===== config.mk =====
export PLATFORM = sky130hd
export DESIGN_NAME = prt_timer
export DESIGN_NICKNAME = d
export VERILOG_FILES = /design/src/pkg/prt_pkg.sv /design/src/core/prt_prescaler.sv /design/src/core/prt_apb_decode.sv /design/src/core/prt_timer.sv
export SDC_FILE = /design/constraint.sdc
export NUM_CORES = 1
export LEC_CHECK = 0
export BUFFER_PORTS_ARGS = -buffer_cell sky130_fd_sc_hd__buf_2
export CORE_ASPECT_RATIO = 0.7
export CORE_MARGIN = 2
export CORE_UTILIZATION = 59
export CTS_CLUSTER_DIAMETER = 40
export CTS_CLUSTER_SIZE = 10
export DETAILED_ROUTE_END_ITERATION = 10
export PLACE_DENSITY = 0.93
export SLEW_MARGIN = 0
export SYNTH_ARGS = -nofsm -noshare
export SYNTH_HDL_FRONTEND = slang
export SYNTH_HIERARCHICAL = 1
export SYNTH_SLANG_ARGS = --single-unit

===== constraint.sdc =====
create_clock -name clk -period 9.8 [get_ports clk]
set_input_delay 0 -clock clk [delete_from_list [all_inputs] [get_ports clk]]
set_output_delay 0 -clock clk [all_outputs]
set_load 0.02 [all_outputs]

===== src/pkg/prt_pkg.sv =====
// Purpose : Shared constants for the periodic down-counting timer.
// Assumes : APB slave with 32-bit data, 12-bit byte address window.
// Notes   : All offsets are byte addresses of aligned 32-bit words.

package prt_pkg;

   ////////////////////////////////////////////////////////////////////////////
   // Bus and datapath widths
   localparam int ADDR_W = 12;
   localparam int DATA_W = 32;
   localparam int CNT_W  = 16;
   localparam int SEL_W  = 4;

   ////////////////////////////////////////////////////////////////////////////
   // Register offsets
   localparam logic [11:0] CSR_OFFS = 12'h000;
   localparam logic [11:0] MOD_OFFS = 12'h004;
   localparam logic [11:0] CNT_OFFS = 12'h008;

   ////////////////////////////////////////////////////////////////////////////
   // Control and status field positions
   localparam int CSR_EN_BIT    = 0;
   localparam int CSR_RLD_BIT   = 1;
   localparam int CSR_FLAG_BIT  = 2;
   localparam int CSR_GATE_BIT  = 3;
   localparam int CSR_WTL_BIT   = 4;
   localparam int CSR_DBG_BIT   = 5;
   localparam int CSR_DOZE_BIT  = 6;
   localparam int CSR_SEL_LSB   = 8;

   ////////////////////////////////////////////////////////////////////////////
   // Values after reset, the zero compare value and the wrap value
   localparam logic [15:0] MOD_RST   = 16'hFFFF;
   localparam logic [15:0] CNT_RST   = 16'hFFFF;
   localparam logic [15:0] PSC_RST   = 16'hFFFF;
   localparam logic [15:0] CNT_ZERO  = 16'h0000;
   localparam logic [15:0] CNT_WRAP  = 16'hFFFF;
   localparam logic [3:0]  SEL_RST   = 4'h0;
   localparam logic [31:0] RDATA_RST = 32'h0000_0000;

endpackage


===== src/core/prt_prescaler.sv =====
// Purpose : Power-of-two clock prescaler producing the decrement enable.
// Assumes : One clock; run and restart come from logic on the same clock.
// Notes   : Tick is a one-cycle enable every 2**sel cycles while running.

`timescale 1ns/100ps

module prt_prescaler
(
   // Clock and reset
   input  wire logic        clk,
   input  wire logic        rst_n,
   // Control
   input  wire logic        run,
   input  wire logic        restart,
   input  wire logic [3:0]  sel,
   // Decrement enable
   output logic             tick
);

   logic [15:0] psc_q;
   logic [15:0] mask;

   // Low sel bits that must all be zero for a tick
   assign mask = ~(16'hFFFF << sel);

   // Prescaler counter, all ones at reset and on each counter load
   always_ff @(posedge clk or negedge rst_n)
   begin
      if (!rst_n)
         psc_q <= prt_pkg::PSC_RST;
      else if (restart)
         psc_q <= prt_pkg::PSC_RST;
      else if (run)
         psc_q <= psc_q - 16'h0001;
   end

   // One tick per full division period, never while stopped; restart is
   // left out here, so a tick can still fire in the cycle of a write-through load
   assign tick = run && ((psc_q & mask) == 16'h0000);

endmodule


===== src/core/prt_apb_decode.sv =====
// Purpose : APB address decode and access strobes for the timer.
// Assumes : Zero wait states; master follows APB setup/access phases.
// Notes   : Unmapped or misaligned addresses raise the error flag.

`timescale 1ns/100ps

module prt_apb_decode
(
   // APB request
   input  wire logic        psel,
   input  wire logic        penable,
   input  wire logic        pwrite,
   input  wire logic [11:0] paddr,
   // Decoded strobes
   output logic             setup,
   output logic             wr_acc,
   output logic             hit_csr,
   output logic             hit_mod,
   output logic             hit_cnt,
   output logic             miss
);

   // Phase strobes
   assign setup  = psel && !penable;
   assign wr_acc = psel && penable && pwrite;

   // Register selects
   assign hit_csr = (paddr == prt_pkg::CSR_OFFS);
   assign hit_mod = (paddr == prt_pkg::MOD_OFFS);
   assign hit_cnt = (paddr == prt_pkg::CNT_OFFS);
   assign miss    = !(hit_csr || hit_mod || hit_cnt);

endmodule


===== src/core/prt_timer.sv =====
// Purpose : Periodic down-counting timer with prescaler and APB registers.
// Assumes : Bus clock clk at 20 MHz; doze and debug levels on this clock.
// Notes   : Zero-wait APB slave; read data captured in the setup cycle.
//
// Summary of operation
// - At zero with auto reload set, counter takes the modulus value.
// - With write-through load set, a modulus write loads the counter at once.
// - Prescaler goes to all ones on every counter load and during reset.
// - Reading the modulus register returns the last value written.
// - Reset sets the modulus register to all ones.
// - Count register shows the live sixteen-bit counter; read it whole.
// - Writes to the count register change nothing but complete normally.
// - Reload mode at zero: set flag, load modulus, keep counting down.
// - Without auto reload, counter wraps from zero to all ones.
// - Timeout flag sets on each tick taken while the counter is at zero.
// - Interrupt request whenever timeout flag and its gate are both set.
// - Flag clears by writing one to it or by any modulus write.
// - Prescaler divides the bus clock by two to the select field.
// - With auto reload, timeout period is two to the select times modulus plus one.
// - With enable clear, counter and prescaler stay stopped.
// - Writing zero to the flag does nothing; reset clears it.
// - With doze stop set, timer halts in doze and resumes after.
// - With debug stop set, timer halts in debug; registers stay usable.

`timescale 1ns/100ps

module prt_timer
(
   // Clock and reset
   input  wire logic        clk,
   input  wire logic        rst_n,
   // APB slave
   input  wire logic        psel,
   input  wire logic        penable,
   input  wire logic        pwrite,
   input  wire logic [11:0] paddr,
   input  wire logic [31:0] pwdata,
   input  wire logic [3:0]  pstrb,
   output logic [31:0]      prdata,
   output logic             pready,
   output logic             pslverr,
   // System modes
   input  wire logic        doze_mode,
   input  wire logic        debug_halt,
   // Interrupt request to the CPU
   output logic             timeout_irq
);

   ////////////////////////////////////////////////////////////////////////////
   // Declarations

   // Decode results
   logic        setup;
   logic        wr_acc;
   logic        hit_csr;
   logic        hit_mod;
   logic        hit_cnt;
   logic        miss;

   // Write strobes per register
   logic        csr_wr_lo;
   logic        csr_wr_hi;
   logic        mod_wr;
   logic [15:0] mod_wr_val;

   // Control bits
   logic        enable_q;
   logic        auto_reload_q;
   logic        flag_request_gate_q;
   logic        write_through_load_q;
   logic        halted_debug_stop_q;
   logic        doze_stop_q;
   logic [3:0]  prescale_sel_q;

   // Status and datapath
   logic        timeout_flag_q;
   logic        timeout_flag_d;
   logic [15:0] modulus_q;
   logic [15:0] counter_value_q;
   logic [15:0] counter_value_d;

   // Timing control
   logic        run;
   logic        tick;
   logic        at_zero;
   logic        zero_evt;
   logic        load_now;
   logic        psc_restart;

   // Read path
   logic [31:0] csr_view;
   logic [31:0] rdata_d;
   logic [31:0] prdata_q;
   logic        pslverr_q;

   ////////////////////////////////////////////////////////////////////////////
   // Bus decode

   // Address decode and phase strobes
   prt_apb_decode u_decode
   (
      .psel    (psel),
      .penable (penable),
      .pwrite  (pwrite),
      .paddr   (paddr),
      .setup   (setup),
      .wr_acc  (wr_acc),
      .hit_csr (hit_csr),
      .hit_mod (hit_mod),
      .hit_cnt (hit_cnt),
      .miss    (miss)
   );

   // Write strobes honour the byte lanes
   assign csr_wr_lo = wr_acc && hit_csr && pstrb[0];
   assign csr_wr_hi = wr_acc && hit_csr && pstrb[1];
   assign mod_wr    = wr_acc && hit_mod && (pstrb[1:0] != 2'b00);

   // Modulus value after a write, merged per byte lane
   assign mod_wr_val = {pstrb[1] ? pwdata[15:8] : modulus_q[15:8],
                        pstrb[0] ? pwdata[7:0]  : modulus_q[7:0]};

   ////////////////////////////////////////////////////////////////////////////
   // Control register

   // Enable bit
   always_ff @(posedge clk or negedge rst_n)
   begin
      if (!rst_n)
         enable_q <= 1'b0;
      else if (csr_wr_lo)
         enable_q <= pwdata[prt_pkg::CSR_EN_BIT];
   end

   // Auto reload bit
   always_ff @(posedge clk or negedge rst_n)
   begin
      if (!rst_n)
         auto_reload_q <= 1'b0;
      else if (csr_wr_lo)
         auto_reload_q <= pwdata[prt_pkg::CSR_RLD_BIT];
   end

   // Request gate for the timeout flag
   always_ff @(posedge clk or negedge rst_n)
   begin
      if (!rst_n)
         flag_request_gate_q <= 1'b0;
      else if (csr_wr_lo)
         flag_request_gate_q <= pwdata[prt_pkg::CSR_GATE_BIT];
   end

   // Write-through load bit
   always_ff @(posedge clk or negedge rst_n)
   begin
      if (!rst_n)
         write_through_load_q <= 1'b0;
      else if (csr_wr_lo)
         write_through_load_q <= pwdata[prt_pkg::CSR_WTL_BIT];
   end

   // Stop-in-debug bit, writable while halted
   always_ff @(posedge clk or negedge rst_n)
   begin
      if (!rst_n)
         halted_debug_stop_q <= 1'b0;
      else if (csr_wr_lo)
         halted_debug_stop_q <= pwdata[prt_pkg::CSR_DBG_BIT];
   end

   // Stop-in-doze bit
   always_ff @(posedge clk or negedge rst_n)
   begin
      if (!rst_n)
         doze_stop_q <= 1'b0;
      else if (csr_wr_lo)
         doze_stop_q <= pwdata[prt_pkg::CSR_DOZE_BIT];
   end

   // Prescale select field in the second byte lane
   always_ff @(posedge clk or negedge rst_n)
   begin
      if (!rst_n)
         prescale_sel_q <= prt_pkg::SEL_RST;
      else if (csr_wr_hi)
         prescale_sel_q <= pwdata[prt_pkg::CSR_SEL_LSB +: prt_pkg::SEL_W];
   end

   ////////////////////////////////////////////////////////////////////////////
   // Timeout flag

   // Set wins over a clear in the same cycle
   always_comb
   begin
      timeout_flag_d = timeout_flag_q;
      if (mod_wr)
         timeout_flag_d = 1'b0;
      else if (csr_wr_lo && pwdata[prt_pkg::CSR_FLAG_BIT])
         timeout_flag_d = 1'b0;
      if (zero_evt)
         timeout_flag_d = 1'b1;
   end

   // Flag register; writing zero leaves it alone
   always_ff @(posedge clk or negedge rst_n)
   begin
      if (!rst_n)
         timeout_flag_q <= 1'b0;
      else
         timeout_flag_q <= timeout_flag_d;
   end

   // Interrupt request, level while flag and gate are set
   assign timeout_irq = timeout_flag_q && flag_request_gate_q;

   ////////////////////////////////////////////////////////////////////////////
   // Modulus latch

   // Holds the last written value, independent of the count
   always_ff @(posedge clk or negedge rst_n)
   begin
      if (!rst_n)
         modulus_q <= prt_pkg::MOD_RST;
      else if (mod_wr)
         modulus_q <= mod_wr_val;
   end

   ////////////////////////////////////////////////////////////////////////////
   // Run control and prescaler

   // Stopped when disabled, or in doze or debug with the stop bit set
   assign run = enable_q
              && !(doze_stop_q && doze_mode)
              && !(halted_debug_stop_q && debug_halt);

   // Counter state at a decrement step
   assign at_zero  = (counter_value_q == prt_pkg::CNT_ZERO);
   assign zero_evt = tick && at_zero;
   assign load_now = mod_wr && write_through_load_q;

   // A write-through load or a reload at zero restarts the prescaler; a wrap does not
   assign psc_restart = load_now || (zero_evt && auto_reload_q);

   // Power-of-two divider giving the decrement enable
   prt_prescaler u_prescaler
   (
      .clk     (clk),
      .rst_n   (rst_n),
      .run     (run),
      .restart (psc_restart),
      .sel     (prescale_sel_q),
      .tick    (tick)
   );

   ////////////////////////////////////////////////////////////////////////////
   // Down-counter

   // Next count: overwrite first, then reload or wrap at zero, else step
   always_comb
   begin
      counter_value_d = counter_value_q;
      if (load_now)
         counter_value_d = mod_wr_val;
      else if (zero_evt && auto_reload_q)
         counter_value_d = modulus_q;
      else if (zero_evt)
         counter_value_d = prt_pkg::CNT_WRAP;
      else if (tick)
         counter_value_d = counter_value_q - 16'h0001;
   end

   // Count register; writes to its address never reach it
   always_ff @(posedge clk or negedge rst_n)
   begin
      if (!rst_n)
         counter_value_q <= prt_pkg::CNT_RST;
      else
         counter_value_q <= counter_value_d;
   end

   ////////////////////////////////////////////////////////////////////////////
   // Read path

   // Control and status view, reserved bits read zero
   always_comb
   begin
      csr_view = prt_pkg::RDATA_RST;
      csr_view[prt_pkg::CSR_EN_BIT]   = enable_q;
      csr_view[prt_pkg::CSR_RLD_BIT]  = auto_reload_q;
      csr_view[prt_pkg::CSR_FLAG_BIT] = timeout_flag_q;
      csr_view[prt_pkg::CSR_GATE_BIT] = flag_request_gate_q;
      csr_view[prt_pkg::CSR_WTL_BIT]  = write_through_load_q;
      csr_view[prt_pkg::CSR_DBG_BIT]  = halted_debug_stop_q;
      csr_view[prt_pkg::CSR_DOZE_BIT] = doze_stop_q;
      csr_view[prt_pkg::CSR_SEL_LSB +: prt_pkg::SEL_W] = prescale_sel_q;
   end

   // Read mux, zero for unmapped addresses
   always_comb
   begin
      rdata_d = prt_pkg::RDATA_RST;
      if (hit_csr)
         rdata_d = csr_view;
      else if (hit_mod)
         rdata_d = {16'h0000, modulus_q};
      else if (hit_cnt)
         rdata_d = {16'h0000, counter_value_q};
   end

   // Read data captured once per transfer in the setup cycle
   always_ff @(posedge clk or negedge rst_n)
   begin
      if (!rst_n)
         prdata_q <= prt_pkg::RDATA_RST;
      else if (setup && !pwrite)
         prdata_q <= rdata_d;
   end

   // Error answer for unmapped addresses only
   always_ff @(posedge clk or negedge rst_n)
   begin
      if (!rst_n)
         pslverr_q <= 1'b0;
      else if (setup)
         pslverr_q <= miss;
   end

   // Zero wait states: every access phase completes at once
   assign pready  = 1'b1;
   assign pslverr = pslverr_q && psel && penable;
   assign prdata  = prdata_q;

endmodule


==> flow_metrics.env, run 1 <==
export IMPL_drive_gt1_share_pct=32.0
export IMPL_cp_data_arrival_time_ns=5.15
export IMPL_die_w_microns=110
export IMPL_crit_buf_inv=0
export IMPL_slowest_stage="o2111a_1"
export IMPL_synth_fa_ha_area_share_pct=1.03
export IMPL_avgViaCountPerCell=6.62
export IMPL_fp_dieArea_sq_um=8560
export IMPL_synthToLayoutAreaGrowth_pct=13.1
export IMPL_worst_pin_slew_ns=1.32
export IMPL_period_minus_slack_ns=4.87
export IMPL_syn_area_sq_um=4620
export IMPL_final_common_cell="buf_2"
export IMPL_min_path_type="in2reg"
export IMPL_crit_type="reg2reg"
export IMPL_synth_xor_area_share_pct=2.46
export IMPL_irDropWorstVdd_mv=0.0654
export IMPL_drt_pass1_iter_count=6
export IMPL_dpl_hpwl_microns=8370
export IMPL_yosys_area_share_simple_pct=20.4
export IMPL_ant_nets=0
export IMPL_synthFlopType="dfstp_2"
export IMPL_slew_headroom_pct=11.4
export IMPL_gp_congestion=0.940
export IMPL_clkLatencyLatePin_ns=0.36
export IMPL_path_cells="a2111oi_0 > a21oi_1 > nor3_1 > o2111a_1 > nand4b_2 > or3_4 > nand2_1 > o21ba_2 > nand4b_2 > nor4_1 > mux2i_1"
export IMPL_grt_max_degree=76
export IMPL_cts_resized=0
export IMPL_cp_data_required_time_ns=10.08
export IMPL_post_cts_buffers=0
export IMPL_htreeDepth=3
export IMPL_avgSynthCellArea_sq_um=9.75
export IMPL_async_flop_share_pct=100
export IMPL_yosysSeqAreaShare_pct=41.9
export IMPL_crit_path_start_kind="flip-flop"
export IMPL_die_y_microns=78.0
export IMPL_grt_pass1_wl_microns=19900
export IMPL_drtIter0Drc=531
export IMPL_drc=0
export IMPL_ys_ff_latch=75
export IMPL_n_fill_cell=522
export IMPL_clock_path_buffers=2
export IMPL_ys_types=72
export IMPL_cts_buffers=9
export IMPL_nets=584
export IMPL_portBuffers=54
export IMPL_boundaryPins=90
export IMPL_grt_pass1_vias=3973
export IMPL_antenna_found_initial=0
export IMPL_p_leak_uw=0.00226
export IMPL_status="finished, final reports clean"
export IMPL_cap_violations=0
export IMPL_cpMostUsedCell="nand4b_2"
export IMPL_cpLargestDelayFamily="simple AND/OR/NAND/NOR gates"
export IMPL_powerDensity_nw_per_um2=120
export IMPL_rsz0062_at_grt="false"
export IMPL_dp_cells=596
export IMPL_rows=26
export IMPL_crit_path_max_fanout=19
export IMPL_setup_tns_final_ns=0
export IMPL_timing_final_crit_share_pct=49.7
export IMPL_clkSlewWorstSetupHoldPaths_ns=0.08
export IMPL_wl_per_cell_microns=19.7
export IMPL_most_common_layout_cells="buf_2, dfstp_2, nand2_1"
export IMPL_num_vias=4161
export IMPL_drv_slew=0
export IMPL_skew_ns=0.0112
export IMPL_core_area_sq_um=7450
export IMPL_wirelength_microns=12400
export IMPL_crit_path_end_kind="flip-flop"
export IMPL_cts_tree="built"
export IMPL_grtUsageTotal_pct=30.5
export IMPL_cpPeakStageDelay_ns=0.63
export IMPL_synth_warnings=6
export IMPL_start_util_pct=62.0
export IMPL_synth_mux_area_share_pct=9.80
export IMPL_overflow=0
export IMPL_synth_top_family_by_area="simple AND/OR/NAND/NOR gates"
export IMPL_final_cell_count_no_fill=629
export IMPL_synth_cells=474
export IMPL_synth_compound_area_share_pct=17.9
export IMPL_setup_viol=0
export IMPL_cts_sinks=75
export IMPL_fmax_ghz=0.205
export IMPL_finalHoldViolCount=0
export IMPL_n_antenna_cell=0
export IMPL_synth_edf_count=0
export IMPL_root_buffer="clkbuf_8"
[kinds of logic after synthesis]
logic type / Yosys count
compound gates: 126
xor+xnor: 13
fa+ha+maj: 4
buf+inv: 57
flops: 75
mux: 42
other cells: 2
simple gates: 155
[what timing repair did]
| action | 4_1_cts | 5_1_grt |
|---|---|---|
| hold endpoints to repair | 58 | 0 |
| setup endpoints to repair | 0 | 0 |
| hold buffers | 17 | 0 |
[layout make-up]
cell class	count	area [sq um]	share of cell area, %
inverters	9	33.8	0.647
multi-input cells	357	2460	47.1
well taps	98	123	2.35
clock inverters	6	72.6	1.39
clock buffers	10	138	2.63
repair buffers	74	463	8.86
flip-flops and latches	75	1940	37.1
[sequential cells by signal, summed over array words and instances (netlist names)]
name,count
counter_value_q,16
modulus_q,16
prdata,16
u_prescaler/psc_q,15
prescale_sel_q,4
auto_reload_q,1
doze_stop_q,1
enable_q,1
flag_request_gate_q,1
halted_debug_stop_q,1
pslverr_q,1
timeout_flag_q,1
write_through_load_q,1
[report_power, final]
| part | switching, uW | total, uW | internal (uW) |
|---|---|---|---|
| clock | 121 | 248 | 127 |
| combinational | 39.2 | 63.4 | 24.2 |
| sequential | 3.75 | 318 | 314 |
[stage by stage]
step	setup slack [ns]	total power, uW	utilization [%]	instance area [sq um]	hold slack (ns)
5_1_grt	4.49	652	70.1	5220	0.0579
4_1_cts	5.10	631	70.1	5220	0.0466
2_1_floorplan	6.58	364	-	4680	-0.296
6_report	4.93	629	70.1	5220	0.0540
3_3_place_gp	5.35	377	65.0	4840	0.249
3_5_place_dp	5.13	379	65.0	4840	0.256
[routing by layer]
metal,up-vias,global-route usage [%],routed length (microns)
li1,1822,-,-
met5,-,0,0
met1,2013,41.0,4990
met4,0,12.4,359
met3,44,11.5,1520
met2,282,44.1,5540
[Yosys cell counts, types with 2 or more instances]
master    number  share of area (%)
dfstp_2       47                 27
nand2_1       36                2.9
o21ai_0       34                3.7
a21oi_1       30                3.3
dfrtp_1       28                 15
mux2_2        26                6.3
clkbuf_1      24                2.0
nor2_1        22                1.8
buf_4         18                2.9
nand3_1       17                1.8
mux2i_1       16                3.5
a22oi_1       13                2.1
nand2b_1      10                1.4
inv_1          9               0.73
nor3_1         8               0.87
xor2_1         8                1.5
nor4_1         7               0.95
nand3b_1       6               0.98
o221ai_1       6                1.1
or4_1          6               0.98
a31oi_1        5               0.68
nor2b_1        5               0.68
o211ai_1       5               0.81
xnor2_1        5               0.95
a221oi_1       4               0.76
and3_1         4               0.54
buf_2          4               0.43
or2_2          4               0.54
or3_1          4               0.54
and2_1         3               0.41
ha_1           3               0.81
o21bai_1       3               0.49
o31a_1         3               0.57
o32ai_1        3               0.57
a211oi_1       2               0.32
conb_1         2               0.16
nand4_1        2               0.27
nand4b_1       2               0.38
nand4b_2       2               0.65
nor4_4         2               0.92
o22ai_1        2               0.27
o31ai_1        2               0.32
o41ai_1        2               0.38
or3b_1         2               0.38
[worst reg2reg max path: stages, from the launching register on]
cell,delay (ns)
dfrtp_1,0.52
a2111oi_0,0.50
a21oi_1,0.11
nor3_1,0.22
o2111a_1,0.63
nand4b_2,0.62
or3_4,0.61
nand2_1,0.41
o21ba_2,0.38
nand4b_2,0.23
nor4_1,0.31
mux2i_1,0.25
[final timing paths]
path	start	to	slack (ns)	depth (start not counted)
worst max-delay path	prescale_sel_q[1]	u_prescaler/psc_q[14]	4.93	11
worst min-delay path	penable	pslverr_q	0.05	3
worst max register to register	prescale_sel_q[1]	u_prescaler/psc_q[14]	4.93	11
worst min register to register	prdata[7]	prdata[7]	0.48	2
max in group asynchronous	rst_n	pslverr_q	8.76	3
min in group asynchronous	rst_n	auto_reload_q	0.40	3
(Power assumes the default switching activity.)
==> run 2: changes to the inputs <==
--- a/config.mk
+++ b/config.mk
@@ -8,11 +8,11 @@
 export BUFFER_PORTS_ARGS = -buffer_cell sky130_fd_sc_hd__buf_2
 export CORE_ASPECT_RATIO = 0.7
 export CORE_MARGIN = 2
-export CORE_UTILIZATION = 59
+export CORE_UTILIZATION = 51
 export CTS_CLUSTER_DIAMETER = 40
 export CTS_CLUSTER_SIZE = 10
 export DETAILED_ROUTE_END_ITERATION = 10
-export PLACE_DENSITY = 0.93
+export PLACE_DENSITY = 0.87
 export SLEW_MARGIN = 0
 export SYNTH_ARGS = -nofsm -noshare
 export SYNTH_HDL_FRONTEND = slang
==> constraint.sdc (replaced) <==
create_clock -name clk -period 3.9 [get_ports clk]
set_input_delay 0 -clock clk [delete_from_list [all_inputs] [get_ports clk]]
set_output_delay 0 -clock clk [all_outputs]
set_load 0.02 [all_outputs]
==> run 2 against run 1 <==
  * Clock power increased to 3.3 times the previous value
  * Global-route usage fell by 4.9 points
  * Worst hold slack got worse by 0.0050 ns
  * Clock skew is 0.0041 ns lower
  * Final cell count increased by 5.4%
  * Utilization is 9.5 points lower
  * Setup slack got worse by 4.7 ns
  * Count of clock-buffer cells in the layout is 1 lower
  * Sequential power rose to 2.5 times the previous value
  * Power rose to 2.8 times the previous value
==> flow_metrics.env, run 2 (synthesis gave the netlist of run 1 again) <==
export IMPL_ant_nets=0
export IMPL_antenna_found_initial=0
export IMPL_overflow=0
export IMPL_drt_pass1_iter_count=5
export IMPL_portBuffers=54
export IMPL_core_area_sq_um=8930
export IMPL_cp_startpoint="prescale_sel_q[1]"
export IMPL_htreeDepth=3
export IMPL_boundaryPins=90
export IMPL_min_path_type="in2reg"
export IMPL_switching_share_pct=24.4
export IMPL_clkPwrFrac_pct=46.4
export IMPL_fin_util_pct=60.6
export IMPL_r2r_start="prescale_sel_q[1]"
export IMPL_drc=0
export IMPL_timing_final_crit_share_pct=93.4
export IMPL_reg2regPathDepth=11
export IMPL_wl_per_cell_microns=18.3
export IMPL_grt_pass1_wl_microns=20000
export IMPL_regToRegEndpoint="u_prescaler/psc_q[14]"
export IMPL_finalHoldViolCount=0
export IMPL_clock_path_buffers=2
export IMPL_pwr_share_seq_pct=44.8
export IMPL_drive_gt1_share_pct=32.8
export IMPL_synthToLayoutAreaGrowth_pct=17.1
export IMPL_period_minus_slack_ns=3.64
export IMPL_grtUsageTotal_pct=25.6
export IMPL_n_antenna_cell=0
export IMPL_p_total_uw=1780
export IMPL_hold_depth=3
export IMPL_drv_slew=0
export IMPL_worst_pin_slew_ns=0.937
export IMPL_post_dp_cell_area_sq_um=4940
export IMPL_slew_headroom_pct=37.0
export IMPL_irDropWorstVdd_mv=0.171
export IMPL_crit_path_max_fanout=13
export IMPL_n_fill_cell=728
export IMPL_wirelength_microns=12100
export IMPL_p_comb_share_pct=8.8
export IMPL_cts_buffers=9
export IMPL_final_common_cell="buf_2"
export IMPL_root_buffer="clkbuf_16"
export IMPL_crit_type="reg2reg"
export IMPL_fmax_ghz=0.275
export IMPL_rows=29
export IMPL_die_w_microns=118
export IMPL_holdCritStartpoint="penable"
export IMPL_p_leak_uw=0.00234
export IMPL_min_to="pslverr_q"
export IMPL_status="finished, final reports clean"
export IMPL_cts_sinks=75
export IMPL_drtIter0Drc=456
export IMPL_num_vias=4122
export IMPL_final_area_sq_um=5410
export IMPL_cp_data_arrival_time_ns=3.90
export IMPL_p_int_uw=1350
export IMPL_setup_viol=0
export IMPL_most_common_layout_cells="buf_2, dfstp_2, nand2_1"
export IMPL_cp_data_required_time_ns=4.16
export IMPL_rrSetupSlack_ns=0.26
export IMPL_crit_path_end_kind="flip-flop"
export IMPL_crit_path_start_kind="flip-flop"
export IMPL_clkLatencyLatePin_ns=0.34
export IMPL_nets=592
export IMPL_hold_ws_ns=0.0489
export IMPL_setup_tns_final_ns=0
export IMPL_gp_congestion=0.976
export IMPL_dpl_hpwl_microns=8510
export IMPL_grt_max_degree=39
export IMPL_skew_ns=0.00716
export IMPL_die_y_microns=83.6
export IMPL_post_cts_buffers=0
export IMPL_fp_dieArea_sq_um=9850
export IMPL_clkSlewWorstSetupHoldPaths_ns=0.06
export IMPL_grt_pass1_vias=3904
export IMPL_start_util_pct=51.8
export IMPL_p_sw_uw=436
export IMPL_rsz0062_at_grt="false"
export IMPL_avgViaCountPerCell=6.22
export IMPL_powerDensity_nw_per_um2=330
export IMPL_cap_violations=0
export IMPL_cts_tree="built"
==> run 2: what timing repair did <==
| item | 4_1_cts | 5_1_grt |
|---|---|---|
| hold buffers | 17 | 0 |
| gates resized for setup | 0 | 0 |
| setup endpoints to repair | 0 | 0 |
| hold endpoints to repair | 34 | 0 |
==> run 2: worst max-delay path by stage <==
| stage | end | slack (ns) |
|---|---|---|
| final | u_prescaler/psc_q[14] | 0.26 |
| after global routing | u_prescaler/psc_q[14] | 0.09 |
| after detailed placement | u_prescaler/psc_q[14] | 0.40 |
| after floorplan | u_prescaler/psc_q[13] | 0.68 |
| after global placement | u_prescaler/psc_q[12] | 0.62 |
| after CTS | u_prescaler/psc_q[14] | 0.36 |
==> run 2: metal layers <==
layer  vias to the layer above  wire length, microns  GRT usage (%)  part of all wire (%)
met2                       251                  5200           36.7                    43
met4                         0                   279           8.65                   2.3
met1                      1979                  5150           35.1                    42
met3                        41                  1510           10.2                    12
li1                       1851                     -              -                     -
met5                         -                     0              0                     0
==> run 2: power groups by stage <==
stage	clock network (uW)	registers, uW	logic (uW)
6_report	828	800	157
5_1_grt	889	800	173
4_1_cts	841	799	156
3_5_place_dp	0	811	143
3_3_place_gp	0	811	137
2_1_floorplan	0	808	105
==> run 2: layout make-up <==
cell class | count | area, sq um | area share (%)
inverter | 9 | 33.8 | 0.625
timing repair buffer | 82 | 523 | 9.67
clock buffer | 9 | 225 | 4.16
tap | 124 | 155 | 2.87
clock inverter | 7 | 76.3 | 1.41
sequential | 75 | 1940 | 35.8
multi-input combinational | 357 | 2460 | 45.5
==> run 2: critical path: stages (launching register included) <==
cell and delay [ns]:
dfrtp_1 0.52, a2111oi_0 0.46, a21oi_1 0.10, nor3_1 0.28, o2111a_1 0.35, nand4b_2 0.14, or3_4 0.43, nand2_1 0.13
o21ba_2 0.29, nand4b_2 0.22, nor4_1 0.36, mux2i_1 0.28
==> run 2: stage by stage <==
stage | cells | setup WS [ns]
2_1_floorplan | 489 | 0.681
3_3_place_gp | 630 | 0.621
3_5_place_dp | 630 | 0.396
4_1_cts | 663 | 0.363
5_1_grt | 663 | 0.0940
6_report | 663 | 0.258
